### config.mk
export PLATFORM = sky130hd
export DESIGN_NAME = ihc_ctrl
export DESIGN_NICKNAME = d
export VERILOG_FILES = /design/src/rtl/ihc_pkg.sv /design/src/rtl/ihc_ctrl.sv /design/src/rtl/ihc_sync2.sv /design/src/rtl/ihc_warmup.sv
export VERILOG_INCLUDE_DIRS = /design/src /design/src/rtl
export SDC_FILE = /design/constraint.sdc
export NUM_CORES = 1
export LEC_CHECK = 0
export ABC_AREA = 1
export BUFFER_PORTS_ARGS = -buffer_cell sky130_fd_sc_hd__buf_2
export CORE_AREA = 2 2 125 127
export CTS_CLUSTER_SIZE = 8
export DETAILED_ROUTE_END_ITERATION = 6
export DIE_AREA = 0 0 127 129
export GPL_TIMING_DRIVEN = 0
export PLACE_DENSITY = 0.53
export REMOVE_ABC_BUFFERS = 1
export SLEW_MARGIN = 10
export SYNTH_ARGS = -nofsm -noshare
export SYNTH_HDL_FRONTEND = slang
export SYNTH_SLANG_ARGS = --single-unit
### constraint.sdc
create_clock -name sys_clk -period 7.95 [get_ports sys_clk]
set_clock_uncertainty 0.15 [all_clocks]
set_input_delay 1.59 -clock sys_clk [delete_from_list [all_inputs] [get_ports sys_clk]]
set_output_delay 1.59 -clock sys_clk [all_outputs]
set_load 0.1 [all_outputs]
### src/rtl/ihc_defines.svh
// Register indices, bit positions, reset values and counts of the block.
`ifndef IHC_DEFINES_SVH
`define IHC_DEFINES_SVH

// Register indices; the byte address on the bus is four times the index.
`define IHC_IDX_EXT0_MODE  16'hFFC7
`define IHC_IDX_HALT_MODE  16'hFFE6
`define IHC_IDX_IRQ_EN     16'hFFE9
`define IHC_IDX_SRC_SEL    16'hFFEA
`define IHC_IDX_REQ_STAT   16'hFFEC
`define IHC_IDX_VEC_CLR    16'hFFED
`define IHC_IDX_SIO_FLAG   16'hFFF0
`define IHC_IDX_SERVO_FLAG 16'hFFF1
`define IHC_IDX_HALT_STAT  16'hFFF2

// Field positions.
`define IHC_EXT0_EDGE_BIT  5
`define IHC_HALT_STOP_BIT  2
`define IHC_DRIVE_EN_BIT   0
`define IHC_SRC_SEL_BIT    3
`define IHC_CAP_RESET_BIT  0
`define IHC_SIO_REQ_BIT    2

// Vector codes (vector value divided by eight) of the four channels.
`define IHC_VCODE_EXT0     8'h01
`define IHC_VCODE_SIO      8'h05
`define IHC_VCODE_CAP      8'h06
`define IHC_VCODE_VASS     8'h07

// Reset values.
`define IHC_RST_BYTE       8'h00
`define IHC_RST_NIBBLE     4'h0

// Oscillator warm-up after leaving STOP, in oscillator cycles.
`define IHC_WARMUP_CYCLES  1048576

`endif

### src/rtl/ihc_pkg.sv
// Types shared by the interrupt exception and halt control block.
package ihc_pkg;

    typedef enum logic [1:0] {
        IHC_ACTIVE    = 2'b00,
        IHC_HALT_RUN  = 2'b01,
        IHC_HALT_STOP = 2'b10,
        IHC_WARMUP    = 2'b11
    } ihc_halt_e;

    typedef struct packed {
        logic vass;
        logic sio;
        logic cap;
        logic ext0;
    } ihc_req_s;

    typedef struct packed {
        logic        wr;
        logic [15:0] idx;
    } ihc_dphase_s;

endpackage : ihc_pkg

### src/rtl/ihc_ctrl.sv
// Interrupt flag exceptions and halt control with an AHB-Lite slave.
// Function
// - Level mode: ext0 request follows pin directly
// - Edge to level switch clears edge latch
// - Level to edge keeps flag; rewrite clears
// - Capture flag clears when FIFO fully read
// - Writing capture reset bit clears capture flag
// - Generator FIFO write clears generator flag
// - Serial flag clears only by reset, read
// - Serial flag register read clears all bits
// - Shared channel source change clears flag
// - HALT enters RUN or STOP per bit
// - RUN halt stops only instruction execution
// - STOP halt suspends oscillator and circuits
// - Interrupt or reset releases RUN; only ext0 or reset releases STOP
// - Disabled release resumes, flag stays set
// - Pending request makes HALT end immediately
// - Reset release clears state; prefer ext0
// - STOP release waits for warm-up counter
// - Vector code write clears channel latch, serial excepted
`include "ihc_defines.svh"
`timescale 1ns/10ps
`default_nettype none
module ihc_ctrl #(
    parameter int unsigned WARMUP_CYCLES = `IHC_WARMUP_CYCLES
) (
    input  wire logic        sys_clk,
    input  wire logic        rst,
    input  wire logic        hsel,
    input  wire logic [31:0] haddr,
    input  wire logic [1:0]  htrans,
    input  wire logic        hwrite,
    input  wire logic [2:0]  hsize,
    input  wire logic [31:0] hwdata,
    input  wire logic        hready,
    output logic             hreadyout,
    output logic             hresp,
    output logic [31:0]      hrdata,
    input  wire logic        ext0_pin,
    input  wire logic        capture_set,
    input  wire logic        capture_fifo_drained,
    input  wire logic        gen_set,
    input  wire logic        gen_fifo_write,
    input  wire logic        serial_ch0_set,
    input  wire logic        serial_ch1_set,
    input  wire logic        serial_rx_read,
    input  wire logic        vass_set,
    input  wire logic        ext_irq_two_set,
    input  wire logic        halt_exec,
    input  wire logic        cpu_irq_enable_flag,
    input  wire logic        irq_ack,
    input  wire logic [1:0]  irq_ack_chan,
    output logic             cpu_irq_req,
    output logic             cpu_exec_stop,
    output logic             osc_stop,
    output logic             sys_clk_hold,
    output logic             pin_drive_en
);
    // ================================================================
    // Bus slave
    // ================================================================
    function automatic logic reg_hit(input logic [15:0] idx,
                                     input logic [15:0] want);
        reg_hit = (idx == want);
    endfunction : reg_hit

    ihc_pkg::ihc_dphase_s dp_ff;
    logic [31:0]          hrdata_ff;
    logic                 aphase;
    logic [15:0]          ap_idx;
    logic                 ap_rd;
    logic                 wr_now;
    logic [7:0]           wd;

    assign hreadyout = 1'b1;
    assign hresp     = 1'b0;
    assign hrdata    = hrdata_ff;
    assign aphase    = hsel && htrans[1] && hready;
    assign ap_idx    = haddr[17:2];
    assign ap_rd     = aphase && !hwrite && (haddr[31:18] == 14'h0000);
    assign wr_now    = dp_ff.wr;
    assign wd        = hwdata[7:0];

    // ================================================================
    // Register state and flags
    // ================================================================
    logic [7:0]          ext0_mode_ff;
    logic [7:0]          halt_mode_ff;
    logic [3:0]          irq_en_ff;
    logic                src_sel_ff;
    logic                cap_from_gen_ff;
    logic                ext0_latch_ff;
    logic                cap_flag_ff;
    logic                sio_flag_ff;
    logic [1:0]          sio_ch_ff;
    logic                vass_flag_ff;
    ihc_pkg::ihc_halt_e  halt_ff;
    ihc_pkg::ihc_halt_e  nxt_halt;
    ihc_pkg::ihc_req_s   req;

    logic wr_ext0;
    logic wr_halt;
    logic wr_en;
    logic wr_src;
    logic wr_vclr;
    logic wr_servo;
    logic rd_sio;
    logic ext0_edge;
    logic new_edge;
    logic ext0_lvl;
    logic ext0_prev_ff;
    logic ext0_rise;
    logic ext0_load;
    logic ext0_clr;
    logic cap_clr;
    logic sio_set;
    logic sio_clr;
    logic vass_in;
    logic vass_clr;
    logic src_change;
    logic wake;
    logic stop_wake;
    logic warm_start;
    logic warm_done;
    logic ack_ext0;
    logic ack_cap;
    logic ack_vass;
    logic [31:0] rd_mux;

    assign wr_ext0  = wr_now && reg_hit(dp_ff.idx, `IHC_IDX_EXT0_MODE);
    assign wr_halt  = wr_now && reg_hit(dp_ff.idx, `IHC_IDX_HALT_MODE);
    assign wr_en    = wr_now && reg_hit(dp_ff.idx, `IHC_IDX_IRQ_EN);
    assign wr_src   = wr_now && reg_hit(dp_ff.idx, `IHC_IDX_SRC_SEL);
    assign wr_vclr  = wr_now && reg_hit(dp_ff.idx, `IHC_IDX_VEC_CLR);
    assign wr_servo = wr_now && reg_hit(dp_ff.idx, `IHC_IDX_SERVO_FLAG);
    assign rd_sio   = ap_rd && reg_hit(ap_idx, `IHC_IDX_SIO_FLAG);

    assign ack_ext0 = irq_ack && (irq_ack_chan == 2'd0);
    assign ack_cap  = irq_ack && (irq_ack_chan == 2'd1);
    assign ack_vass = irq_ack && (irq_ack_chan == 2'd3);

    // ================================================================
    // External interrupt 0
    // ================================================================
    ihc_sync2 u_ext0_sync (
        .sys_clk  (sys_clk),
        .rst      (rst),
        .async_in (ext0_pin),
        .sync_out (ext0_lvl)
    );

    assign ext0_edge = ext0_mode_ff[`IHC_EXT0_EDGE_BIT];
    assign new_edge  = wd[`IHC_EXT0_EDGE_BIT];
    assign ext0_rise = ext0_edge && ext0_lvl && !ext0_prev_ff;
    // A level-accepted request survives the switch to edge mode.
    assign ext0_load = wr_ext0 && !ext0_edge && new_edge;
    // Any write to the mode register in edge mode drops the latch.
    assign ext0_clr  = (wr_ext0 && ext0_edge)
                    || ack_ext0
                    || (wr_vclr && wd == `IHC_VCODE_EXT0);
    assign req.ext0  = ext0_edge ? ext0_latch_ff : ext0_lvl;

    // ================================================================
    // Other channels
    // ================================================================
    assign cap_clr  = (!cap_from_gen_ff && capture_fifo_drained)
                   || (wr_servo && wd[`IHC_CAP_RESET_BIT])
                   || (cap_from_gen_ff && gen_fifo_write)
                   || ack_cap
                   || (wr_vclr && wd == `IHC_VCODE_CAP);
    assign req.cap  = cap_flag_ff;

    // The serial flag ignores the vector clear and acceptance on purpose.
    assign sio_set  = serial_ch0_set || serial_ch1_set;
    assign sio_clr  = serial_rx_read || rd_sio;
    assign req.sio  = sio_flag_ff;

    assign src_change = wr_src && (wd[`IHC_SRC_SEL_BIT] != src_sel_ff);
    assign vass_in  = src_sel_ff ? ext_irq_two_set : vass_set;
    assign vass_clr = src_change
                   || ack_vass
                   || (wr_vclr && wd == `IHC_VCODE_VASS);
    assign req.vass = vass_flag_ff;

    // ================================================================
    // Halt control
    // ================================================================
    assign wake        = |(req & irq_en_ff);
    assign stop_wake   = req.ext0 && irq_en_ff[0];
    assign cpu_irq_req = wake && cpu_irq_enable_flag;
    assign warm_start  = (halt_ff == ihc_pkg::IHC_HALT_STOP) && stop_wake;

    ihc_warmup #(
        .CYCLES (WARMUP_CYCLES)
    ) u_warmup (
        .sys_clk (sys_clk),
        .rst     (rst),
        .start   (warm_start),
        .done    (warm_done)
    );

    always_comb
    begin
        nxt_halt = halt_ff;
        unique case (halt_ff)
            ihc_pkg::IHC_ACTIVE:
                // A latched enabled request lets HALT fall straight through.
                if (halt_exec && !wake)
                    nxt_halt = halt_mode_ff[`IHC_HALT_STOP_BIT]
                             ? ihc_pkg::IHC_HALT_STOP
                             : ihc_pkg::IHC_HALT_RUN;
            ihc_pkg::IHC_HALT_RUN:
                if (wake)
                    nxt_halt = ihc_pkg::IHC_ACTIVE;
            ihc_pkg::IHC_HALT_STOP:
                if (stop_wake)
                    nxt_halt = ihc_pkg::IHC_WARMUP;
            ihc_pkg::IHC_WARMUP:
                if (warm_done)
                    nxt_halt = ihc_pkg::IHC_ACTIVE;
        endcase
    end

    assign cpu_exec_stop = (halt_ff != ihc_pkg::IHC_ACTIVE);
    assign osc_stop      = (halt_ff == ihc_pkg::IHC_HALT_STOP);
    assign sys_clk_hold  = (halt_ff == ihc_pkg::IHC_HALT_STOP)
                        || (halt_ff == ihc_pkg::IHC_WARMUP);
    assign pin_drive_en  = halt_mode_ff[`IHC_DRIVE_EN_BIT];

    // ================================================================
    // Read data
    // ================================================================
    assign rd_mux =
        reg_hit(ap_idx, `IHC_IDX_EXT0_MODE) ? {24'h000000, ext0_mode_ff} :
        reg_hit(ap_idx, `IHC_IDX_HALT_MODE) ? {24'h000000, halt_mode_ff} :
        reg_hit(ap_idx, `IHC_IDX_IRQ_EN)    ? {28'h0000000, irq_en_ff} :
        reg_hit(ap_idx, `IHC_IDX_SRC_SEL)   ?
            {28'h0000000, src_sel_ff, 3'h0} :
        reg_hit(ap_idx, `IHC_IDX_REQ_STAT)  ? {28'h0000000, req} :
        reg_hit(ap_idx, `IHC_IDX_SIO_FLAG)  ?
            {29'h00000000, sio_flag_ff, sio_ch_ff} :
        reg_hit(ap_idx, `IHC_IDX_HALT_STAT) ? {30'h00000000, halt_ff} :
        32'h00000000;

    // ================================================================
    // Registers
    // ================================================================
    always_ff @(posedge sys_clk or posedge rst)
    begin
        if (rst)
        begin
            dp_ff     <= '0;
            hrdata_ff <= 32'h00000000;
        end
        else
        begin
            dp_ff.wr  <= aphase && hwrite && (haddr[31:18] == 14'h0000);
            dp_ff.idx <= ap_idx;
            if (ap_rd)
                hrdata_ff <= rd_mux;
        end
    end

    always_ff @(posedge sys_clk or posedge rst)
    begin
        if (rst)
        begin
            ext0_mode_ff <= `IHC_RST_BYTE;
            halt_mode_ff <= `IHC_RST_BYTE;
            irq_en_ff    <= `IHC_RST_NIBBLE;
            src_sel_ff   <= 1'b0;
        end
        else
        begin
            if (wr_ext0)
                ext0_mode_ff <= wd;
            if (wr_halt)
                halt_mode_ff <= wd;
            if (wr_en)
                irq_en_ff <= wd[3:0];
            if (wr_src)
                src_sel_ff <= wd[`IHC_SRC_SEL_BIT];
        end
    end

    // Every flag below lets a set in the same cycle win over its clear.
    always_ff @(posedge sys_clk or posedge rst)
    begin
        if (rst)
        begin
            ext0_prev_ff    <= 1'b0;
            ext0_latch_ff   <= 1'b0;
            cap_flag_ff     <= 1'b0;
            cap_from_gen_ff <= 1'b0;
            sio_flag_ff     <= 1'b0;
            sio_ch_ff       <= 2'b00;
            vass_flag_ff    <= 1'b0;
            halt_ff         <= ihc_pkg::IHC_ACTIVE;
        end
        else
        begin
            ext0_prev_ff  <= ext0_lvl;
            ext0_latch_ff <= ext0_load ? ext0_lvl
                           : (ext0_rise || (ext0_latch_ff && !ext0_clr));
            cap_flag_ff   <= capture_set || gen_set
                          || (cap_flag_ff && !cap_clr);
            if (capture_set || gen_set)
                cap_from_gen_ff <= gen_set && !capture_set;
            sio_flag_ff   <= sio_set || (sio_flag_ff && !sio_clr);
            sio_ch_ff     <= {serial_ch1_set, serial_ch0_set}
                          | (rd_sio ? 2'b00 : sio_ch_ff);
            vass_flag_ff  <= vass_in || (vass_flag_ff && !vass_clr);
            halt_ff       <= nxt_halt;
        end
    end

    // ================================================================
    // Checks
    // ================================================================
    a_ext0_level_follow: assert property (
        @(posedge sys_clk) disable iff (rst)
        !ext0_edge |-> (req.ext0 == ext0_lvl))
        else $error("ext0 level request does not follow the pin");

    a_edge_level_clear: assert property (
        @(posedge sys_clk) disable iff (rst)
        wr_ext0 && ext0_edge && !new_edge |=> !ext0_latch_ff [*2])
        else $error("edge latch survived switch to level mode");

    a_level_edge_keep: assert property (
        @(posedge sys_clk) disable iff (rst)
        ext0_load && ext0_lvl |=> ext0_edge && req.ext0)
        else $error("level request lost on switch to edge mode");

    a_edge_rise_latch: assert property (
        @(posedge sys_clk) disable iff (rst)
        ext0_edge && !wr_ext0 && $rose(ext0_lvl) |=> ext0_latch_ff)
        else $error("rising edge not latched in edge mode");

    a_cap_reset_clear: assert property (
        @(posedge sys_clk) disable iff (rst)
        wr_servo && wd[`IHC_CAP_RESET_BIT] && !capture_set && !gen_set
        |=> !cap_flag_ff)
        else $error("capture flag not cleared by reset bit");

    a_gen_fifo_clear: assert property (
        @(posedge sys_clk) disable iff (rst)
        cap_flag_ff && cap_from_gen_ff && gen_fifo_write
        && !capture_set && !gen_set |=> !cap_flag_ff)
        else $error("generator flag not cleared by FIFO write");

    a_sio_vclr_ignored: assert property (
        @(posedge sys_clk) disable iff (rst)
        sio_flag_ff && !serial_rx_read && !rd_sio |=> sio_flag_ff)
        else $error("serial flag cleared by a foreign source");

    a_sio_read_clear: assert property (
        @(posedge sys_clk) disable iff (rst)
        rd_sio && !sio_set |=> !sio_flag_ff && sio_ch_ff == 2'b00
        && hrdata[`IHC_SIO_REQ_BIT:0] == $past({sio_flag_ff, sio_ch_ff}))
        else $error("serial flag register read did not clear");

    a_src_change_clear: assert property (
        @(posedge sys_clk) disable iff (rst)
        src_change && !vass_in |=> !vass_flag_ff)
        else $error("shared channel flag kept after source change");

    a_halt_mode_select: assert property (
        @(posedge sys_clk) disable iff (rst)
        halt_ff == ihc_pkg::IHC_ACTIVE && halt_exec && !wake
        |=> osc_stop == $past(halt_mode_ff[`IHC_HALT_STOP_BIT])
            && cpu_exec_stop)
        else $error("HALT entered the wrong mode");

    a_halt_fall_through: assert property (
        @(posedge sys_clk) disable iff (rst)
        halt_ff == ihc_pkg::IHC_ACTIVE && halt_exec && wake
        |=> !cpu_exec_stop)
        else $error("HALT entered with a request pending");

    a_stop_warmup_hold: assert property (
        @(posedge sys_clk) disable iff (rst)
        warm_start |=> sys_clk_hold && !osc_stop)
        else $error("clock released before warm-up");

endmodule : ihc_ctrl
`default_nettype wire

### src/rtl/ihc_sync2.sv
// Two-flop synchroniser for an asynchronous pin.
`timescale 1ns/10ps
`default_nettype none
module ihc_sync2 (
    input  wire logic sys_clk,
    input  wire logic rst,
    input  wire logic async_in,
    output var  logic sync_out
);
    logic meta_ff;

    always_ff @(posedge sys_clk or posedge rst)
    begin
        if (rst)
        begin
            meta_ff  <= 1'b0;
            sync_out <= 1'b0;
        end
        else
        begin
            meta_ff  <= async_in;
            sync_out <= meta_ff;
        end
    end
endmodule : ihc_sync2
`default_nettype wire

### src/rtl/ihc_warmup.sv
// Oscillator warm-up counter that holds the clock after STOP is left.
`include "ihc_defines.svh"
`timescale 1ns/10ps
`default_nettype none
module ihc_warmup #(
    parameter int unsigned CYCLES = `IHC_WARMUP_CYCLES
) (
    input  wire logic sys_clk,
    input  wire logic rst,
    input  wire logic start,
    output logic      done
);
    logic [20:0] cnt_ff;
    logic        run_ff;

    assign done = run_ff && (cnt_ff == 21'h000000);

    always_ff @(posedge sys_clk or posedge rst)
    begin
        if (rst)
        begin
            cnt_ff <= 21'h000000;
            run_ff <= 1'b0;
        end
        else if (start)
        begin
            cnt_ff <= 21'(CYCLES - 1);
            run_ff <= 1'b1;
        end
        else if (done)
            run_ff <= 1'b0;
        else if (run_ff)
            cnt_ff <= cnt_ff - 21'h000001;
    end
endmodule : ihc_warmup
`default_nettype wire

; ---- Yosys cells after proc, flatten, opt, wreduce, memory -nomap -nowiden
; Cells that the tools add are included.
[op_classes]
n_bitwise = 2
n_eq_ne = 27
muxes = 22
reduce_logical = 74
n_addsub = 1
[op_table]
columns = operator, count
row1 = equality test 16 bit (second input constant), 13
row2 = two-way mux 21 bit, 3
row3 = logical AND 1 bit, 38
row4 = logical NOT 21 bit, 1
row5 = subtractor 21 x 1 -> 21 bit (second input constant), 1
row6 = equality test 8 x 3 -> 1 bit (second input constant), 2
row7 = logical OR 1 bit, 16
row8 = two-way mux 8 bit, 2
row9 = logical NOT 14 bit, 1
row10 = two-way mux 2 bit, 7
row11 = two-way mux 4 bit, 3
row12 = logical NOT 1 bit, 10
row13 = equality test 8 x 1 -> 1 bit (second input constant), 1
row14 = one-hot mux 2 bit (4 select lines), 1
row15 = equality test 2 bit (second input constant), 3
row16 = inequality test 2 x 1 -> 1 bit (second input constant), 3
row17 = nonzero test 2 bit, 3
row18 = two-way mux 1 bit, 5
row19 = bitwise AND 4 bit, 1
row20 = equality test 2 x 1 -> 1 bit (second input constant), 2
row21 = logical NOT 2 bit, 2
row22 = inequality test 2 bit (second input constant), 2
row23 = AND reduction 4 bit, 1
row24 = OR reduction 4 bit, 1
row25 = 4 further kinds, 4
[totals]
register_bits = 104
out_inout_bits = 39
word_cells = 145
inputBits = 89

; ---- Longest topological paths before layout
; Gate-level depths: netlist (run 1).
[depth]
ltp_word = 10
depth_mapped = 11
depth_no_buf = 10

; ---- Cells and area by module
; A second synthesis (run 1) with hierarchy kept.
[hier_totals]
cells_unflattened = 638
area_unflattened_um2 = 4755.8
[by_module_without_submodules]
columns = module, instances, cells_each, area_per_inst_um2, seq_area_each_um2
row1 = ihc_ctrl, 1, 412, 3170.5, 1401.3
row2 = ihc_warmup, 1, 223, 1531.5, 550.5
row3 = ihc_sync2, 1, 3, 53.8, 50.0

; ---- Least setup slack after synthesis (run 1)
; OpenSTA, ideal clock, no wires.
[synth_path]
path_kind = in2out
from = input port cpu_irq_enable_flag
to = output port cpu_irq_req
n_path_buf = 0
arrival_time_ns = 3.779
stages = 1
slack_ns = 2.431
required_ns = 6.210
cell_sequence = a21boi_0
[synth_between]
elab_chain_len = 1
[synth_lines]
columns = item, line
row1 = "start, declared", ihc_ctrl.sv:50  ; input wire logic cpu_irq_enable_flag,
row2 = logical AND 1 bit, ihc_ctrl.sv:190  ; assign cpu_irq_req = wake && cpu_irq_enable_flag;
row3 = "end, declared", ihc_ctrl.sv:53  ; output logic cpu_irq_req,
; No other way between the ends.

; ---- Worst setup path after layout (run 1)
; Ends and elaborated chain as after synthesis.

==> results of run 1 <==
-- synthesized netlist by cell type (2+ instances only) --
master,count
buf_2,3
buf_6,2
inv_1,61
o21ai_2,16
clkbuf_1,3
xnor2_1,2
nor3_4,2
nand2_1,155
inv_2,6
o21ai_0,35
nor4_1,2
nor2_1,69
conb_1,2
nor2_2,5
o21ai_1,2
ha_1,2
a21oi_1,5
buf_4,27
nand2_4,4
mux2i_1,2
nor2_4,3
nand3_1,40
dfrtp_1,80
or2_2,4
nand4_1,23
xor2_1,12
nand3b_1,2
o21bai_1,2
nor3_1,7
nand2_2,4
-- cell type report --
| type | instances | area [um^2] | share of cell area, % |
|---|---|---|---|
| Inverter | 68 | 259 | 4.84 |
| Clock buffer | 10 | 239 | 4.47 |
| Timing Repair Buffer | 72 | 383 | 7.16 |
| Clock inverter | 6 | 75.1 | 1.40 |
| Sequential cell | 80 | 2000 | 37.4 |
| Multi-Input combinational cell | 431 | 2160 | 40.3 |
| Tap cell | 188 | 235 | 4.40 |
-- cells by family after synthesis --
| kind of cell | Yosys count | share of synthesized area, % |
|---|---|---|
| compound gates | 63 | 8.48 |
| xor+xnor | 14 | 2.68 |
| fa+ha+maj | 2 | 0.547 |
| buf+inv | 103 | 11.1 |
| flops | 80 | 43.8 |
| mux | 2 | 0.438 |
| other cells | 2 | 0.164 |
| simple gates | 324 | 32.8 |
-- state kept, by name, summed over array words and instances, names as in the netlist --
name and count:
ext0_mode_ff 8, u_ext0_sync.sync_out 1, halt_mode_ff 8, sio_flag_ff 1, ext0_latch_ff 1, u_warmup.cnt_ff 21
ext0_prev_ff 1, u_warmup.run_ff 1, cap_from_gen_ff 1, u_ext0_sync.meta_ff 1, src_sel_ff 1, hrdata 8
sio_ch_ff 2, wr_now 1, vass_flag_ff 1, halt_ff 2, cap_flag_ff 1, dp_ff 16
irq_en_ff 4
-- stage by stage --
stage          area, um^2  worst slack [ns]  power [mW]  hold slack (ns)
6_report             5350              3.89        1.18            0.206
5_1_grt              5350              3.85        1.25            0.219
4_1_cts              5350              3.89        1.20            0.213
3_5_place_dp         5030              3.89       0.761            0.198
3_3_place_gp         5000              3.05       0.753            0.189
2_1_floorplan        4410              2.43       0.690            0.181
-- per-layer routing --
| layer | track usage [%] | wire length (um) | up-vias |
|---|---|---|---|
| met5 | 0 | 0 | - |
| met4 | 5.04 | 253 | 0 |
| met3 | 3.87 | 502 | 14 |
| met2 | 25.5 | 5450 | 83 |
| met1 | 16.5 | 4830 | 1815 |
| li1 | - | - | 1977 |
-- worst max-delay path by stage --
stage                                    from           to  cells past startpoint
final                     cpu_irq_enable_flag  cpu_irq_req                      3
after global routing      cpu_irq_enable_flag  cpu_irq_req                      3
after CTS                 cpu_irq_enable_flag  cpu_irq_req                      3
after detailed placement  cpu_irq_enable_flag  cpu_irq_req                      3
after global placement                    rst    hrdata[6]                      2
after floorplan           cpu_irq_enable_flag  cpu_irq_req                      1
-- power by group through the flow --
stage	Sequential (mW)	Combinational, mW	Clock [mW]
final	0.454	0.296	0.433
after global routing	0.457	0.324	0.466
after CTS	0.453	0.300	0.448
after detailed placement	0.461	0.300	0
after global placement	0.461	0.292	0
after floorplan	0.472	0.218	0
==> metrics.md, run 1 <==
| Metric | Value |
|---|---|
| Run status | complete, no violations |
| Initial DRC Count | between 200 and 250 |
| Proportion of power drawn by combinational gates | 25.0% |
| End point of the worst hold path | u_ext0_sync.sync_out |
| CTS H-Tree Depth | 3 |
| Worst flop-to-flop path endpoint | u_warmup.cnt_ff[19] |
| Worst Path Required | between 6 and 7 ns |
| Net Sw Frac | roughly 37% |
| Count of filler cells inserted in the layout | 1,573 |
| Pin count of the biggest net entering global routing | 53 |
| Synth unique cells | 38 |
| Buffers and inverters on the worst path | 2 |
| Nets | 753 |
| Total power divided by cell area | roughly 220 nW/um^2 |
| Std-Cell Rows | 45 |
| Count of antenna-violating nets left after detailed routing | 0 |
| Post-synthesis async set-or-reset flop share | between 90% and 100% |
| Hold_sp | u_ext0_sync.meta_ff |
| Clock Tree Buf Depth | 2 |
| Placed wire-length estimate after detailed placement | around 8600 um |
| Number of hold-slack violations in the final timing report | 0 |
| Most area-consuming cells after synthesis | dfrtp_1 44%, nand2_1 13%, nor2_1 5.7%, inv_1 5.0%, buf_4 4.4% |
| Unrepaired setup endpoints after global routing | false |
| Starting utilization of the core area | 30.5% |
| # resized after CTS | 0 |
| Cells along the critical path | buf_2 > a21boi_0 > buf_2 |
| Number of enable-type register cells in the synthesized netlist | 0 |
| First-pass detailed-route iteration total | 4 |
| Clock Latency Late Sink | approximately 0.34 ns |
| Peak supply drop | about 0.12 mV |
| Number of violations of the max-capacitance limit | 0 |
| Worst Hold Class | reg2reg |
| Cell taking the most area after synthesis | dfrtp_1 |
| Longest individual stage delay on the worst path | 0.46 ns |
| Critical path type | in2out |
| Library cell used as clock root buffer | clkbuf_16 |
| Top delay family on crit path | buffers and inverters |
| Routed vias/inst | about 4.5 |
| Transition time at the pin with the least slew margin | around 0.82 ns |
| Vias after detailed routing | between 3,000 and 4,000 |
| Count of cells along the worst hold path | 0 |
| Cell repeated most along the worst path | buf_2 |
| Worst slew slack as a fraction of its limit | between 40 and 50% |
| CP Capture Type | output port |
| Number of global-route vias before repair | between 3,000 and 4,000 |
| Post-synthesis cell count | 590 |
| Number of standard cells in the final layout excluding fillers | around 860 |
| Tmin final | between 4 and 5 ns |
| CP max-delay cell | buf_2 |
| Fin util | between 30% and 40% |
| CTS tree | done |
| Arrival time of the worst setup path | between 2 and 2.5 ns |
| Placed Instances | roughly 840 |
| Number of clock buffers inserted by TritonCTS | 9 |
| Fraction of layout cells with a size suffix above 1 | 20.8% |
| Clock power frac | a little over a third |
| Total congestion overflow | 0 |
| Growth of design area from synthesis to finish | 17.0% |
| Max FO, Critical Path | 1 |
| Chip Width | 127 um |
| All-layer global routing usage | between 10% and 20% |
| Portion of the post-synthesis area used by sequential elements | about 44% |
| Detailed-route DRC error count | 0 |
| Internal | 0.748 mW |
| Floorplan die area | 16,400 um^2 |
| Synth Warn # | 0 |
| Synth Flop Type | dfrtp_1 |
| Wire length of the first global-routing pass | 18,500 um |
| Max Fclk | 246 MHz |
| Initial antenna violation count | 0 |
| TNS Setup | 0 ns |
| Commonest non-fill, non-tap cell in the layout | nand2_1 |
| FF-to-FF path depth | 10 |
| Proportion of netlist area held by the largest area contributor | 43.8% |
| Number of synthesized register bits | 80 |
| Net switching power | between 0.4 and 0.5 mW |
| I/O pins | 128 |
| Part of the cycle the worst path needs | about half |
| Die height | around 130 um |
| Avg Inst Size Synth | a little under 8 um^2 |
| Number of hold-repair buffers added at the cts stage | 0 |
| Max-slew violations | 0 |
| Diode count | 0 |
| Endpoints failing setup | 0 |
| Commonest non-fill, non-tap cells in the layout | 155 x nand2_1, 80 x dfrtp_1, 71 x buf_2 |
| Core area | 15,000 um^2 |
| Worst reg-to-reg setup slack | slightly below 6 ns |
| Area of the mapped netlist | between 4000 and 5000 um^2 |
| Number of post-CTS setup repair buffers | 0 |
| Leak Pwr | ~2.6 nW |
| Reg power frac | between 30% and 40% |
| Worst Setup Start Kind | input pin |
| RD Place Congestion | ~0.9 |
| Clock edge transition at the registers on the reported setup and hold paths | 0.06 ns |
| Clock sink count | 80 |
| Number of port buffers | 71 |
| Average wire per cell in the routed design | between 10 and 15 um |
| Source of the worst register-to-register timing path | u_warmup.cnt_ff[0] |
| Final Routed Wirelength | between 10,000 and 15,000 um |
Power figures use the tool's default switching activity.
==> run 2, diff against run 1 <==
ABC_AREA = 0   (was 1)
CORE_AREA = 2 2 119 121   (was 2 2 125 127)
DIE_AREA = 0 0 121 123   (was 0 0 127 129)
PLACE_DENSITY = 0.56   (was 0.53)
clock period = 3.58 ns   (was 7.95 ns; I/O delays follow)
==> run 2 against run 1 <==
Net effect: clock power rose to 2.6 times the previous value; synthesized area fell by 10%; via count is 17% lower; non-clock buffer count is the same; sequential power grew 140%; cell count decreased by 24%; clock-buffer cell count stayed put; register-to-register slack lost 5.2 ns; combinational power rose by 100%; global-route usage down 0.46 points.
==> metrics.md, run 2 <==
| Metric | Value |
|---|---|
| Clock edge transition at the registers on the reported setup and hold paths | 0.06 ns (about the same) |
| Number of clock buffers inserted by TritonCTS | 9 (unchanged) |
| Leak Pwr | 1.99 nW (-24%) |
| Growth of design area from synthesis to finish | 19.8% |
| Transition time at the pin with the least slew margin | 1.03 ns (+0.218 ns) |
| Flip-flop count of the largest register after layout | 21 (unchanged) |
| Clock Tree Buf Depth | 2 (unchanged) |
| Chip Width | 121 um (-4.7%) |
| Fin util | 36.2% (+0.43 points) |
| Post-synthesis async set-or-reset flop share | 100% (unchanged) |
| Final Routed Wirelength | 9740 um (-12%) |
| Starting utilization of the core area | 30.2% (-0.37 points) |
| Most area-consuming cells after synthesis | dfrtp_1 49%, mux2_2 5.8%, buf_4 5.1%, nor2_1 2.9%, nand2_1 2.7% |
| Average wire per cell in the routed design | 14.9 um (+16%) |
| Largest reg by FF count | u_warmup.cnt_ff |
| Pin count of the biggest net entering global routing | 64 (+21%) |
| Diode count | 0 (unchanged) |
| First-pass detailed-route iteration total | 4 (unchanged) |
| Max FO, Critical Path | 15 (+14) |
| Area of the mapped netlist | 4110 um^2 (-10%) |
| Detailed-route DRC error count | 0 (unchanged) |
| Register Area | 2000 um^2 (unchanged) |
| I/O pins | 128 (unchanged) |
| Minimum setup slack after placement | 0.456 ns (-3.44 ns) |
| Library cell used as clock root buffer | clkbuf_16 |
| Core area | 13,600 um^2 (-9.1%) |
| Max Fclk | ~340 MHz |
| Number of hold-repair buffers added at the cts stage | 0 (unchanged) |
| Vias after detailed routing | 3,223 (-17%) |
| Routed length on met3 | 634 um (+26%) |
| Multi-input gate area in the final layout | 1900 um^2 (-12%) |
| Fraction of layout cells with a size suffix above 1 | 26.2% (+5.4 points) |
| Most frequent cell after synthesis | dfrtp_1 |
| Worst Path Required | 3.65 ns (-2.56 ns) |
| Number of post-CTS setup repair buffers | 0 (unchanged) |
| Registers with the highest flip-flop counts | u_warmup.cnt_ff: 21 flops, dp_ff: 16 flops |
| Met2 WL | 4960 um (-9.1%) |
| Critical path type | reg2reg |
| All-layer global routing usage | 13.8% (-0.46 points) |
| Total power divided by cell area | 568 nW/um^2 (+160%) |
| Nets | 559 (-26%) |
| Portion of the post-synthesis area used by sequential elements | 48.7% (+5.0 points) |
| Count of filler cells inserted in the layout | 1,346 (-14%) |
| Clock Latency Late Sink | 0.34 ns (about the same) |
| Worst setup startpoint | u_warmup.cnt_ff[4] |
| Peak supply drop | 0.312 mV (+160%) |
| Number of violations of the max-capacitance limit | 0 (unchanged) |
| Number of hold-slack violations in the final timing report | 0 (unchanged) |
| Tmin final | between 2 and 3 ns |
| RD Place Congestion | 0.813 (-7.7%) |
| Endpoints failing setup | 0 (unchanged) |
| Source of the worst register-to-register timing path | u_warmup.cnt_ff[4] |
| Worst slew slack as a fraction of its limit | 30.5% (-15 points) |
| Initial DRC Count | 208 (-2.3%) |
| Proportion of netlist area held by the largest area contributor | 48.7% (+5.0 points) |
| Placed wire-length estimate after detailed placement | 7270 um (-16%) |
| Synth Flop Type | dfrtp_1 |
| Avg Inst Size Synth | 10.3 um^2 (+33%) |
| CTS H-Tree Depth | 3 (unchanged) |
| Unrepaired setup endpoints after global routing | false |
| Commonest non-fill, non-tap cells in the layout | 80 x dfrtp_1, 71 x buf_2, 32 x nor2_1 |
| Floorplan die area | 14,900 um^2 (-9.2%) |
| Part of the cycle the worst path needs | 81.6% |
| Initial antenna violation count | 0 (unchanged) |
| Count of antenna-violating nets left after detailed routing | 0 (unchanged) |
| Routed length on met1 | 4050 um (-16%) |
| CP Capture Type | register |
| Max-slew violations | 0 (unchanged) |
| Commonest non-fill, non-tap cell in the layout | dfrtp_1 |
| Number of global-route vias before repair | 3,274 (-15%) |
| Worst Hold Class | in2async |
| Cell taking the most area after synthesis | dfrtp_1 |
| Wire length of the first global-routing pass | 15,900 um (-14%) |
| Clock sink count | 80 (unchanged) |
| Synth unique cells | 59 (+55%) |
| CTS tree | done |
| Total congestion overflow | 0 (unchanged) |
| Number of enable-type register cells in the synthesized netlist | 0 (unchanged) |
| Run status | complete, no violations |
| Number of synthesized register bits | 80 (unchanged) |
| Synth Warn # | 0 (unchanged) |
| Routed vias/inst | 4.94 (+8.5%) |
| Arrival time of the worst setup path | 3.00 ns (+0.68 ns) |
| Uppermost layer routed | met4 |
| Pwr Total | 2.79 mW (+140%) |
| Post-synthesis cell count | 399 (-32%) |
| Std-Cell Rows | 43 (-4.4%) |
| Most frequent cells after synthesis | 80 x dfrtp_1, 32 x nor2_1, 29 x nand2_1 |
| Least setup slack across all paths after layout | 0.658 ns (-3.23 ns) |
| # resized after CTS | 0 (unchanged) |
| Die height | 123 um (-4.7%) |
| Number of port buffers | 71 (unchanged) |
| Worst Setup Start Kind | register |
[run 2: cell count changes in the layout (fill, tap and decap cells not counted), moves of 16 or more]
cell / delta
inv_1: -51
mux2_2: +21
nand2_1: -126
nand3_1: -23
nor2_1: -36
o21ai_0: -26
o21ai_2: -16
[run 2: cell type report]
type | instances | share of cell area (%)
clock inverter | 6 | 2.64
multi-input combinational | 295 | 38.6
tap | 180 | 4.58
timing repair buffer | 72 | 7.78
inverter | 10 | 0.814
sequential | 80 | 40.7
clock buffer | 10 | 4.86
[run 2: final timing paths]
| kind | end | slack [ns] | cells after the start |
|---|---|---|---|
| max reg2reg | u_warmup.cnt_ff[11] | 0.66 | 5 |
| min in group sys_clk | u_ext0_sync.sync_out | 0.20 | 0 |
| min reg2reg | u_ext0_sync.sync_out | 0.20 | 0 |
| max in group asynchronous | cap_from_gen_ff | 2.54 | 3 |
| max | u_warmup.cnt_ff[11] | 0.66 | 5 |
| min | u_warmup.cnt_ff[16] | 0.16 | 2 |
[run 2: worst max-delay path, cell delays in order, from the launching register on]
cell,delay (ns)
dfrtp_1,0.40
or4_1,0.59
or3_1,0.60
o31ai_4,0.66
nor4_1,0.08
or3_1,0.32
[run 2: kinds of logic (layout without fill, tap and decap cells)]
logic type               after synthesis  in the layout  share of synthesized area, %
XOR/XNOR                               8              8                          1.71
adder cells (fa/ha/maj)                2              2                         0.609
AND/OR/NAND/NOR                      177            177                          24.0
other                                  2             26                         0.183
AO/OA/AOI/OAI                         58             58                          11.1
multiplexers                          24             24                          6.49
buffers and inverters                 48             98                          7.16
flip-flops                            80             80                          48.7
[run 2: per-layer routing]
layer | track usage, % | vias to the layer above
met2 | 24.3 | 101
li1 | - | 1557
met1 | 15.8 | 1557
met3 | 4.75 | 8
met4 | 4.29 | 0
met5 | 0 | -
[run 2: power breakdown]
| group | internal (mW) | leakage [nW] | switching, mW |
|---|---|---|---|
| combinational | 0.153 | 0.916 | 0.448 |
| clock | 0.768 | 0.182 | 0.360 |
| sequential | 0.990 | 0.893 | 0.0759 |
[run 2: through the flow]
stage	std cells	instance area, um^2	setup TNS [ns]	hold slack [ns]
floorplan	385	3940	-1.01	0.181
global placement	636	4520	-26.84	0.189
detailed placement	637	4550	0	0.189
CTS	653	4920	0	0.165
global route	653	4920	0	0.164
finish	653	4920	0	0.161
